<file path="config.mk">
export PLATFORM = sky130hd
export DESIGN_NAME = uart_line_format_control
export DESIGN_NICKNAME = d
export VERILOG_FILES = /design/src/line_format_pkg.sv /design/src/uart_line_format_control.sv
export VERILOG_INCLUDE_DIRS = /design/src
export SDC_FILE = /design/constraint.sdc
export NUM_CORES = 1
export LEC_CHECK = 0
export BUFFER_PORTS_ARGS = -buffer_cell sky130_fd_sc_hd__buf_2
export CAP_MARGIN = 20
export CORE_ASPECT_RATIO = 0.5
export CORE_UTILIZATION = 59
export DETAILED_ROUTE_END_ITERATION = 6
export PLACE_DENSITY = 0.84
export SLEW_MARGIN = 20
export SYNTH_ARGS = -nofsm -noshare
export SYNTH_HDL_FRONTEND = slang
export SYNTH_SLANG_ARGS = --single-unit
</file>
<file path="constraint.sdc">
create_clock -name pclk -period 4.26 [get_ports pclk]
set_input_delay 0.213 -clock pclk [delete_from_list [all_inputs] [get_ports pclk]]
set_output_delay 0.213 -clock pclk [all_outputs]
set_load 0.02 [all_outputs]
</file>
<file path="src/line_format_params.svh">
// Register offsets, field positions, reset values and timing counts for the serial format block
`ifndef LINE_FORMAT_PARAMS_SVH
`define LINE_FORMAT_PARAMS_SVH
`define LF_OFS_FORMAT 12'h000
`define LF_OFS_TX_DATA 12'h004
`define LF_OFS_RX_DATA 12'h008
`define LF_OFS_STATUS 12'h00c
`define LF_OFS_BAUD_DIV 12'h010
`define LF_FMT_LEN_LSB 0
`define LF_FMT_STOP_BIT 2
`define LF_FMT_RESET 8'h00
`define LF_BAUD_DIV_RESET 16'h0043
`define LF_OVERSAMPLE 16
`define LF_ST_TX_BUSY 0
`define LF_ST_RX_VALID 1
`define LF_ST_FRAME_ERR 2
`define LF_ST_RX_OVERRUN 3
`endif

</file>
<file path="src/line_format_pkg.sv">
// Types shared by the serial format block
package line_format_pkg;
  typedef enum logic [2:0] {
    TX_IDLE = 3'b000,
    TX_START = 3'b001,
    TX_DATA = 3'b010,
    TX_STOP = 3'b011
  } tx_state_t;
  typedef enum logic [1:0] {
    RX_IDLE = 2'b00,
    RX_START = 2'b01,
    RX_DATA = 2'b10,
    RX_STOP = 2'b11
  } rx_state_t;
  typedef struct packed {
    logic [4:0] unused;
    logic stop_long;
    logic [1:0] len;
  } format_t;
endpackage

</file>
<file path="src/uart_line_format_control.sv">
// Serial transceiver with programmable character format, APB slave
//
// How it works
// - Format bits 1:0 pick 5, 6, 7 or 8 data bits for both transmit and receive.
// - With the stop-length bit clear the transmitter sends exactly one stop bit.
// - With the stop-length bit set and 5 data bits the transmitter sends one and a half stop bits.
// - The receiver samples and checks only the first stop bit of each character.
// - The format register reads back bits 7:0 of what software last wrote; bits 31:8 read as zero.
// - With the stop-length bit set and 6, 7 or 8 data bits the transmitter sends two stop bits.
`timescale 1ns/1ns
`include "line_format_params.svh"
module uart_line_format_control
  import line_format_pkg::*;
(
  input wire logic pclk,
  input wire logic presetn,
  input wire logic psel,
  input wire logic penable,
  input wire logic pwrite,
  input wire logic [11:0] paddr,
  input wire logic [31:0] pwdata,
  output logic [31:0] prdata,
  output logic pready,
  output logic pslverr,
  input wire logic serial_in,
  output logic serial_out
);

  ////////////////////////////////////////////////////////////////////////
  // Helpers
  function automatic logic [3:0] data_bits(input logic [1:0] len);
    data_bits = 4'd5 + {2'b00, len};
  endfunction

  // Stop time in half bit periods
  function automatic logic [2:0] stop_halves(input format_t f);
    if (!f.stop_long) stop_halves = 3'd2;
    else if (f.len == 2'b00) stop_halves = 3'd3;
    else stop_halves = 3'd4;
  endfunction

  ////////////////////////////////////////////////////////////////////////
  // Registers and bus
  format_t fmt_q, fmt_d;
  logic [15:0] div_q, div_d;
  logic [7:0] txbuf_q, txbuf_d, rxbuf_q, rxbuf_d;
  logic txpend_q, txpend_d, rxvalid_q, rxvalid_d, ferr_q, ferr_d, ovr_q, ovr_d;
  logic [31:0] prdata_d;
  logic pready_q, pready_d, pslverr_d;
  logic access, wr, rd, known, rx_done, rx_ferr, tx_take, tx_busy;
  logic [7:0] rx_word;

  assign access = psel && penable && pready_q;
  assign wr = access && pwrite;
  assign rd = access && !pwrite;

  always_comb begin
    known = 1'b1;
    prdata_d = 32'h0000_0000;
    case (paddr)
      `LF_OFS_FORMAT: prdata_d = {24'h00_0000, fmt_q};
      `LF_OFS_TX_DATA: prdata_d = {24'h00_0000, txbuf_q};
      `LF_OFS_RX_DATA: prdata_d = {24'h00_0000, rxbuf_q};
      `LF_OFS_STATUS: begin
        prdata_d[`LF_ST_TX_BUSY] = tx_busy || txpend_q;
        prdata_d[`LF_ST_RX_VALID] = rxvalid_q;
        prdata_d[`LF_ST_FRAME_ERR] = ferr_q;
        prdata_d[`LF_ST_RX_OVERRUN] = ovr_q;
      end
      `LF_OFS_BAUD_DIV: prdata_d = {16'h0000, div_q};
      default: known = 1'b0;
    endcase
  end

  always_comb begin
    // One wait state: pready rises in the second access cycle
    pready_d = psel && penable && !pready_q;
    pslverr_d = psel && penable && !pready_q && !known;
    fmt_d = fmt_q;
    div_d = div_q;
    txbuf_d = txbuf_q;
    txpend_d = txpend_q && !tx_take;
    rxbuf_d = rxbuf_q;
    rxvalid_d = rxvalid_q;
    ferr_d = ferr_q;
    ovr_d = ovr_q;
    if (wr && known) begin
      case (paddr)
        `LF_OFS_FORMAT: fmt_d = format_t'(pwdata[7:0]);
        `LF_OFS_TX_DATA: begin
          txbuf_d = pwdata[7:0];
          txpend_d = 1'b1;
        end
        `LF_OFS_BAUD_DIV: div_d = (pwdata[15:0] == 16'h0000) ? 16'h0001 : pwdata[15:0];
        default: ;
      endcase
    end
    // Read of data or status clears flags; new event wins over the clear
    if (rd && paddr == `LF_OFS_RX_DATA) rxvalid_d = 1'b0;
    if (rd && paddr == `LF_OFS_STATUS) begin
      ferr_d = 1'b0;
      ovr_d = 1'b0;
    end
    if (rx_done) begin
      if (rxvalid_q && !(rd && paddr == `LF_OFS_RX_DATA)) ovr_d = 1'b1;
      rxbuf_d = rx_word;
      rxvalid_d = 1'b1;
      if (rx_ferr) ferr_d = 1'b1;
    end
  end

  always_ff @(posedge pclk or negedge presetn) begin
    if (!presetn) begin
      fmt_q <= `LF_FMT_RESET;
      div_q <= `LF_BAUD_DIV_RESET;
      txbuf_q <= 8'h00;
      txpend_q <= 1'b0;
      rxbuf_q <= 8'h00;
      rxvalid_q <= 1'b0;
      ferr_q <= 1'b0;
      ovr_q <= 1'b0;
      prdata <= 32'h0000_0000;
      pready_q <= 1'b0;
      pslverr <= 1'b0;
    end else begin
      fmt_q <= fmt_d;
      div_q <= div_d;
      txbuf_q <= txbuf_d;
      txpend_q <= txpend_d;
      rxbuf_q <= rxbuf_d;
      rxvalid_q <= rxvalid_d;
      ferr_q <= ferr_d;
      ovr_q <= ovr_d;
      prdata <= prdata_d;
      pready_q <= pready_d;
      pslverr <= pslverr_d;
    end
  end
  assign pready = pready_q;

  ////////////////////////////////////////////////////////////////////////
  // Oversample tick: sixteen ticks per bit, so half a bit is eight
  logic [15:0] divcnt_q, divcnt_d;
  logic tick_q, tick_d;
  always_comb begin
    tick_d = 1'b0;
    divcnt_d = divcnt_q + 16'h0001;
    if (divcnt_q >= div_q - 16'h0001) begin
      divcnt_d = 16'h0000;
      tick_d = 1'b1;
    end
  end
  always_ff @(posedge pclk or negedge presetn) begin
    if (!presetn) begin
      divcnt_q <= 16'h0000;
      tick_q <= 1'b0;
    end else begin
      divcnt_q <= divcnt_d;
      tick_q <= tick_d;
    end
  end

  ////////////////////////////////////////////////////////////////////////
  // Transmitter
  tx_state_t tx_q, tx_d;
  logic [7:0] tsr_q, tsr_d;
  logic [3:0] tbit_q, tbit_d;
  logic [6:0] tcnt_q, tcnt_d;
  logic [2:0] tlen_q, tlen_d, tstop_q, tstop_d;
  logic sout_d;

  assign tx_busy = (tx_q != TX_IDLE);
  assign tx_take = (tx_q == TX_IDLE) && txpend_q;

  always_comb begin
    tx_d = tx_q;
    tsr_d = tsr_q;
    tbit_d = tbit_q;
    tcnt_d = tcnt_q;
    tlen_d = tlen_q;
    tstop_d = tstop_q;
    sout_d = 1'b1;
    case (tx_q)
      TX_IDLE: begin
        if (txpend_q) begin
          // Format latched per character so a mid-frame write cannot tear it
          tsr_d = txbuf_q;
          // Last data bit index, so eight bits still fit three
          tlen_d = 3'(data_bits(fmt_q.len) - 4'd1);
          tstop_d = stop_halves(fmt_q);
          tcnt_d = 7'd0;
          tx_d = TX_START;
        end
      end
      TX_START: begin
        sout_d = 1'b0;
        if (tick_q) begin
          tcnt_d = tcnt_q + 7'd1;
          if (tcnt_q == 7'(`LF_OVERSAMPLE - 1)) begin
            tcnt_d = 7'd0;
            tbit_d = 4'd0;
            tx_d = TX_DATA;
          end
        end
      end
      TX_DATA: begin
        sout_d = tsr_q[0];
        if (tick_q) begin
          tcnt_d = tcnt_q + 7'd1;
          if (tcnt_q == 7'(`LF_OVERSAMPLE - 1)) begin
            tcnt_d = 7'd0;
            tsr_d = {1'b0, tsr_q[7:1]};
            tbit_d = tbit_q + 4'd1;
            if (tbit_q == {1'b0, tlen_q}) tx_d = TX_STOP;
          end
        end
      end
      TX_STOP: begin
        if (tick_q) begin
          tcnt_d = tcnt_q + 7'd1;
          // Stop length counted in half bits of eight ticks
          if (tcnt_q == {1'b0, tstop_q, 3'b000} - 7'd1) begin
            tcnt_d = 7'd0;
            tx_d = TX_IDLE;
          end
        end
      end
      default: tx_d = TX_IDLE;
    endcase
  end

  always_ff @(posedge pclk or negedge presetn) begin
    if (!presetn) begin
      tx_q <= TX_IDLE;
      tsr_q <= 8'h00;
      tbit_q <= 4'd0;
      tcnt_q <= 7'd0;
      tlen_q <= 3'd0;
      tstop_q <= 3'd2;
      serial_out <= 1'b1;
    end else begin
      tx_q <= tx_d;
      tsr_q <= tsr_d;
      tbit_q <= tbit_d;
      tcnt_q <= tcnt_d;
      tlen_q <= tlen_d;
      tstop_q <= tstop_d;
      serial_out <= sout_d;
    end
  end

  ////////////////////////////////////////////////////////////////////////
  // Receiver: samples each bit mid-period
  rx_state_t rx_q, rx_d;
  logic [7:0] rsr_q, rsr_d;
  logic [3:0] rbit_q, rbit_d, rcnt_q, rcnt_d, rlen_q, rlen_d;
  logic done_q, done_d, rferr_q, rferr_d;

  assign rx_done = done_q;
  assign rx_ferr = rferr_q;
  // Right-justify short words, upper bits zero
  assign rx_word = rsr_q >> (4'd8 - rlen_q);

  always_comb begin
    rx_d = rx_q;
    rsr_d = rsr_q;
    rbit_d = rbit_q;
    rcnt_d = rcnt_q;
    rlen_d = rlen_q;
    done_d = 1'b0;
    rferr_d = rferr_q;
    case (rx_q)
      RX_IDLE: begin
        if (!serial_in) begin
          rcnt_d = 4'd0;
          rlen_d = data_bits(fmt_q.len);
          rx_d = RX_START;
        end
      end
      RX_START: begin
        if (tick_q) begin
          rcnt_d = rcnt_q + 4'd1;
          if (rcnt_q == 4'd7) begin
            // Glitch shorter than half a bit is dropped
            rcnt_d = 4'd0;
            rbit_d = 4'd0;
            rx_d = serial_in ? RX_IDLE : RX_DATA;
          end
        end
      end
      RX_DATA: begin
        if (tick_q) begin
          rcnt_d = rcnt_q + 4'd1;
          if (rcnt_q == 4'd15) begin
            rsr_d = {serial_in, rsr_q[7:1]};
            rbit_d = rbit_q + 4'd1;
            if (rbit_q == rlen_q - 4'd1) rx_d = RX_STOP;
          end
        end
      end
      RX_STOP: begin
        if (tick_q) begin
          rcnt_d = rcnt_q + 4'd1;
          if (rcnt_q == 4'd15) begin
            // Only first stop bit sampled; extra stop bits look like idle
            rferr_d = !serial_in;
            done_d = 1'b1;
            rx_d = RX_IDLE;
          end
        end
      end
      default: rx_d = RX_IDLE;
    endcase
  end

  always_ff @(posedge pclk or negedge presetn) begin
    if (!presetn) begin
      rx_q <= RX_IDLE;
      rsr_q <= 8'h00;
      rbit_q <= 4'd0;
      rcnt_q <= 4'd0;
      rlen_q <= 4'd8;
      done_q <= 1'b0;
      rferr_q <= 1'b0;
    end else begin
      rx_q <= rx_d;
      rsr_q <= rsr_d;
      rbit_q <= rbit_d;
      rcnt_q <= rcnt_d;
      rlen_q <= rlen_d;
      done_q <= done_d;
      rferr_q <= rferr_d;
    end
  end

endmodule // uart_line_format_control

</file>
==> results of run 1 <==
## area by class of cell
cell class,instances,share of cell area (%)
tap,159,2.48
clock buffer,18,5.47
clock inverter,13,2.88
inverter,28,1.31
multi-input combinational,484,43.1
timing repair buffer,57,3.77
sequential,131,40.9
## cell usage after synthesis (17+ instances only)
cell | instances | share of area (%)
dfrtp_1 | 125 | 45
nand2_1 | 64 | 3.4
mux2_2 | 42 | 6.8
nor2_1 | 42 | 2.3
a21oi_1 | 33 | 2.4
ha_1 | 32 | 5.7
inv_1 | 27 | 1.4
o21ai_0 | 26 | 1.9
xor2_1 | 24 | 3.0
xnor2_1 | 22 | 2.8
mux2i_1 | 19 | 2.7
buf_4 | 18 | 1.9
nor3_1 | 17 | 1.2
## metrics by stage
stage | cells | utilization (%) | total power [mW]
after floorplan | 679 | - | 2.26
after global placement | 858 | 65.1 | 2.43
after detailed placement | 858 | 65.1 | 2.48
after CTS | 890 | 71.1 | 4.18
after global routing | 890 | 71.1 | 4.39
final | 890 | 71.1 | 4.18
## what timing repair did
item,CTS,global route
hold endpoints to repair,62,0
hold buffers,1,0
gates resized for setup,0,0
## flip-flops by register name, summed over array words and instances, names as in the netlist, 2 cells and up, named ones only
signal    flops
tsr_q         8
txbuf_q       8
tstop_q       3
rxbuf_q       8
prdata       16
divcnt_q     16
tbit_q        4
fmt_q         8
rbit_q        4
rlen_q        4
tcnt_q        7
tx_q          2
div_q        16
tlen_q        3
rsr_q         8
rcnt_q        4
## report_power, final
| group | internal (mW) | switching [mW] |
|---|---|---|
| Combinational | 0.360 | 0.621 |
| Sequential | 1.38 | 0.151 |
| Clock | 1.11 | 0.560 |
## logic make-up after synthesis
kind of cell	Yosys count	share of synthesized area, %
AND/OR/NAND/NOR	206	15.9
buffers and inverters	64	4.50
adder cells (fa/ha/maj)	32	5.72
flip-flops	131	46.9
other	1	0.0535
XOR/XNOR	46	5.75
multiplexers	61	9.47
AO/OA/AOI/OAI	123	11.7
## worst min-delay path by stage
| stage | endpoint | slack, ns | cells after the start |
|---|---|---|---|
| 2_1_floorplan | async pin | -0.08 | 0 |
| 3_3_place_gp | rsr_q[0]$_DFFE_PN0P_ | 0.37 | 1 |
| 3_5_place_dp | rsr_q[0]$_DFFE_PN0P_ | 0.37 | 1 |
| 4_1_cts | div_q[12]$_DFFE_PN0P_ | 0.03 | 2 |
| 5_1_grt | div_q[10]$_DFFE_PN0P_ | 0.05 | 2 |
| 6_report | div_q[12]$_DFFE_PN0P_ | 0.04 | 2 |
## cell usage in the layout (no fill, tap or decap), types with 8 or more instances in the layout
| cell type | netlist | final |
|---|---|---|
| mux2_2 | 42 | 42 |
| nand3_1 | 14 | 14 |
| o21ai_0 | 26 | 25 |
| nand2b_1 | 8 | 8 |
| nor2_1 | 42 | 42 |
| nor3_1 | 17 | 17 |
| conb_1 | 1 | 16 |
| o22ai_1 | 9 | 9 |
| dfrtp_1 | 125 | 125 |
| a21oi_1 | 33 | 33 |
| nand2_1 | 64 | 64 |
| xor2_1 | 24 | 24 |
| ha_1 | 32 | 32 |
| xnor2_1 | 22 | 22 |
| inv_1 | 27 | 27 |
| and2_1 | 10 | 10 |
| buf_2 | 6 | 51 |
| clkbuf_16 | 0 | 17 |
| mux2i_1 | 19 | 19 |
| nand4_1 | 11 | 11 |
## layer usage
metal | vias up | share of wire (%) | global-route usage [%]
met4 | 0 | 1.5 | 9.02
met2 | 155 | 49 | 46.3
met1 | 2543 | 44 | 34.5
met3 | 25 | 5.5 | 7.59
met5 | - | 0 | 0
li1 | 2452 | - | -
## critical path, stage by stage (launching register included)
cell	delay (ns)
dfrtp_1	0.45
nor4_1	0.37
nand2_1	0.13
or4_4	0.48
nor4_4	0.28
xnor2_1	0.17
ha_1	0.28
a21oi_1	0.13
o21ai_0	0.12
a2111oi_0	0.46
o21ai_2	0.33
and2_1	0.24
==> results.ini, run 1 <==
[worst_setup_path]
end_kind=register
worstSetupStartpoint=div_q[3]$_DFFE_PN0P_
worstPathRequired_ns=4.57
r2r_start=div_q[3]$_DFFE_PN0P_
crit_type=register to register
worstPathArrival_ns=3.87
r2r_end=tick_q$_DFF_PN0_
cp_max_fo=17
r2r_setup_slack_ns=0.70
startpoint_type=register
ff2ff_path_depth=11
crit_end=tick_q$_DFF_PN0_

[floorplanning]
die-area_um2=12300
core-area_um2=11300
initial_core_util_pct=62.1
fp.dieW_um=156
die-height_um=79.0
num_rows=27
ios=85

[timing]
fin_crit_ns=3.56
layout_worst_path_cycle_share_pct=83.5
drv_slew=0
fmax_mhz=281
fin_tns_setup_ns=0
fin_worst_skew_ns=0.00836
hold_violations=0
worstMarginPinSlew_ns=0.924
hold_slack_ns=0.0395
setup_viol=0
layout_setup_ws_ns=0.701
slew_headroom_pct=38.3
rsz0062_at_grt=no

[cells_and_area]
stdcell_area_um2=8030
drive_gt1_share_pct=21.8
fin_nets=801
fill_cells=759
ff_latch_area_um2=3290
area_growth_pct=14.6
diodes=0
multi_input_area_um2=3460

[logic_synthesis]
synth_cells=664
synth.distinct_cells=67
netlist_area_um2=7000
ys_ff_latch=131
synth_edf_count=0
synth_ff_type=dfrtp_1
avgSynthCellArea_um2=10.5
synth.yosys.seq_area_share_pct=46.9
postSynth.asyncResetShare_pct=100
yosys_warnings=0

[pwr]
ir_drop_v=0.000262
power_density_nw_per_um2=521
p_leak_nw=3.80

[global_routing]
grt_pass1_wl_mm=25.6
grt_overflow_total=0
grt_max_degree=70
grtUsageTotal_pct=27.4
grt_pass1_vias=5213
antenna_found_initial=0

[detailed_routing]
drtAntennaViolNets=0
drtPass1Iterations=6
remaining_drc_errors=0
vias=5175
wl_per_cell_um=17.4
drt_iter0_markers=355
vias_per_cell=5.81
wl_mm=15.5

[placement]
io_buffers=52
gp_congestion=0.848
hpwl_mm=10.4
pre_cts_slack_ns=0.598
dpl_cell_area_um2=7340

[clocking]
numClockSinks=131
cts_made_buffers=17
postCtsSetupBuffers=0
cts_buffer_depth=2
htreeDepth=4
clk_pin_slew_ns=0.06
cts_root_buf=clkbuf_16
cts_tree=built
clock_latency_ns=0.42

[flow_run]
max_cap_viol_count=0

[worst_hold_path]
hold_class=input port to register
hp-start=pwdata[12]

[run_status]
outcome=completed

Power figures use the tool's default switching activity.
==> inputs of run 2 (changes only) <==
Settings changed: ABC_AREA from default to 1, PLACE_DENSITY 0.84 to 0.83.
Clock period 4.26 ns to 3.65 ns, I/O delays scaled along.
==> results.ini, run 2 <==
[pwr]
power.net_switching_mw=1.10  ; -18%
p_int_mw=2.73  ; -4.2%
p_leak_nw=4.36  ; +15%
p_total_mw=3.83  ; -8.5%
power_density_nw_per_um2=457  ; -12%
seq_power_share_pct=40.5  ; +3.9 points
ir_drop_v=0.000259  ; -0.98%
pwr-share-clk_pct=46.1  ; +6.2 points
pwr-share-comb_pct=13.4  ; -10 points
swShare_pct=28.6  ; -3.2 points

[placement]
dpl_cell_area_um2=7750  ; +5.6%
hpwl_mm=11.9  ; +14%
io_buffers=52  ; unchanged
gp_congestion=0.925  ; +9.1%

[floorplanning]
die-height_um=81.4  ; +2.9%
initial_core_util_pct=61.7  ; -0.39 points
core-area_um2=12100  ; +6.8%
die-area_um2=13100  ; +6.0%
num_rows=28  ; +3.7%
ios=85  ; unchanged
fp.dieW_um=161  ; +3.0%

[timing]
slew_headroom_pct=46.8  ; +8.5 points
setup_viol=0  ; unchanged
worstMarginPinSlew_ns=0.798  ; -0.126 ns
hold_violations=0  ; unchanged
fin_tns_setup_ns=0  ; unchanged
fin_worst_skew_ns=0.00980  ; +0.00144 ns
fin_crit_ns=3.23  ; -0.330 ns
drv_slew=0  ; unchanged
fmax_mhz=310  ; +10%
rsz0062_at_grt=no
layout_worst_path_cycle_share_pct=88.5  ; +4.9 points

[logic_synthesis]
yosys_warnings=0  ; unchanged
synth_ff_type=dfrtp_1
yosys.cell_count.top_type=nand2_1
netlist_top_cells_count=nand2_1, inv_1, dfrtp_1
synth_top_cell_area_share_pct=42.1  ; -2.6 points
yosys.area.top_type=dfrtp_1
avgSynthCellArea_um2=8.23  ; -22%
ys_ff_latch=131  ; unchanged
synth_cells=903  ; +36%
synthTopCellsByArea=dfrtp_1, nand2_1, inv_1, ha_1, nor2_1
synth.yosys.seq_area_share_pct=44.2  ; -2.7 points
synth.distinct_cells=45  ; -33%
postSynth.asyncResetShare_pct=100  ; unchanged
netlist_area_um2=7430  ; +6.1%
synth_edf_count=0  ; unchanged

[clocking]
postCtsSetupBuffers=0  ; unchanged
cts_root_buf=clkbuf_16
cts_tree=built
clk_pin_slew_ns=0.06  ; about the same
cts_resized=0  ; unchanged
cts_buffer_depth=2  ; unchanged
htreeDepth=4  ; unchanged
clock_latency_ns=0.42  ; about the same
numClockSinks=131  ; unchanged
cts_made_buffers=17  ; unchanged

[global_routing]
grt_pass1_wl_mm=28.7  ; +12%
grt_pass1_vias=5999  ; +15%
grt_max_degree=87  ; +24%
antenna_found_initial=0  ; unchanged
grt_overflow_total=0  ; unchanged
grtUsageTotal_pct=28.3  ; +0.82 points

[cells_and_area]
finalCoreUtilization_pct=69.4  ; -1.7 points
layout_commonest_cell=nand2_1
top_regs=div_q x16, divcnt_q x16, prdata x16
stdcell_area_um2=8370  ; +4.3%
area_growth_pct=12.6
ff_latch_area_um2=3290  ; unchanged
fill_cells=906  ; +19%
multi_input_area_um2=3480  ; +0.51%
final_cell_mix=nand2_1, inv_1, dfrtp_1
fin_nets=1044  ; +30%
diodes=0  ; unchanged
drive_gt1_share_pct=15.5  ; -6.3 points

[worst_setup_path]
cp_max_fo=17  ; unchanged
end_kind=register
r2r_setup_slack_ns=0.42  ; -0.28 ns
startpoint_type=register
worstPathRequired_ns=3.92  ; -0.65 ns
crit_type=register to register
worstPathArrival_ns=3.50  ; -0.37 ns

[detailed_routing]
vias=6315  ; +22%
drt_iter0_markers=530  ; +49%
remaining_drc_errors=0  ; unchanged
drtPass1Iterations=5  ; -1
drtAntennaViolNets=0  ; unchanged
vias_per_cell=5.54  ; -4.7%
wl_per_cell_um=15.2  ; -12%
wl_mm=17.3  ; +12%

[flow_run]
max_cap_viol_count=0  ; unchanged

[worst_hold_path]
hold_class=input port to register

[run_status]
outcome=completed

[run 2: changes by cell type after synthesis, moves of 8 or more]
cell / previous run / this run
nand2_1: 64 / 199
mux2_2: 42 / 0
o21ai_2: 0 / 26
mux2i_1: 19 / 1
nand3_1: 14 / 46
nand2b_1: 8 / 0
and2_1: 10 / 0
o21ai_0: 26 / 57
clkbuf_1: 11 / 3
xnor2_1: 22 / 9
nor2_1: 42 / 84
inv_1: 27 / 127
[run 2: repair_timing]
action | CTS | global route
hold buffers | 0 | 1
endpoints found under the hold margin | 0 | 80
setup endpoints to repair | 0 | 0
[run 2: worst paths after layout]
check	startpoint	to	cells past startpoint
min reg2reg	divcnt_q[0]$_DFF_PN0_	divcnt_q[0]$_DFF_PN0_	1
max	div_q[0]$_DFFE_PN1P_	divcnt_q[12]$_DFF_PN0_	14
max in group asynchronous	presetn	serial_out$_DFF_PN1_	3
min in group asynchronous	presetn	prdata[13]$_DFF_PN0_	2
max reg2reg	div_q[0]$_DFFE_PN1P_	divcnt_q[12]$_DFF_PN0_	14
min	pwdata[10]	div_q[10]$_DFFE_PN0P_	3
[run 2: cell type report]
type / instances / area share (%)
Multi-Input combinational cell: 624 / 41.6
Sequential cell: 131 / 39.3
Inverter: 132 / 5.92
Clock buffer: 19 / 5.29
Timing Repair Buffer: 56 / 3.57
Tap cell: 165 / 2.47
Clock inverter: 13 / 1.90
[run 2: critical path, stage by stage, from the launching register on]
cell	delay [ns]
dfstp_2	0.37
inv_1	0.23
ha_1	0.24
nand2_1	0.11
nor2_1	0.22
nand3_1	0.15
nor3_1	0.20
xor2_1	0.16
inv_1	0.05
ha_1	0.27
nand4_1	0.11
nor3_1	0.24
nand3_1	0.11
nand3_1	0.47
nor2_1	0.13
[run 2: cells by family after synthesis]
group	Yosys count	synth area share [%]
and+or+nand+nor	391	23.8
buffers and inverters	163	9.74
AOI/OAI and AO/OA	144	12.0
DFF	131	44.2
xor gates and xnor gates	40	4.71
adders and majority gates	32	5.39
other	1	0.0504
muxes	1	0.135
[run 2: per-stage QoR]
step / hold WS [ns] / setup slack (ns) / std cells
final: 0.0345 / 0.420 / 1140
after global routing: 0.0420 / 0.136 / 1140
after CTS: 0.0109 / 0.475 / 1139
after detailed placement: 0.450 / 0.511 / 1107
after global placement: 0.427 / 0.662 / 1107
after floorplan: -0.113 / 1.02 / 918
[run 2: metal layers]
layer	share of wire, %	global-route usage (%)
met1	45	37.2
met2	47	46.9
met3	5.7	5.11
met4	2.4	11.8
met5	0	0
[run 2: power by group through the flow]
| stage | Clock [mW] | Combinational [mW] | Sequential (mW) |
|---|---|---|---|
| 4_1_cts | 1.76 | 0.504 | 1.55 |
| 5_1_grt | 1.83 | 0.590 | 1.56 |
| 2_1_floorplan | 0 | 0.385 | 1.55 |
| 6_report | 1.76 | 0.514 | 1.55 |
| 3_5_place_dp | 0 | 0.487 | 1.57 |
| 3_3_place_gp | 0 | 0.471 | 1.57 |
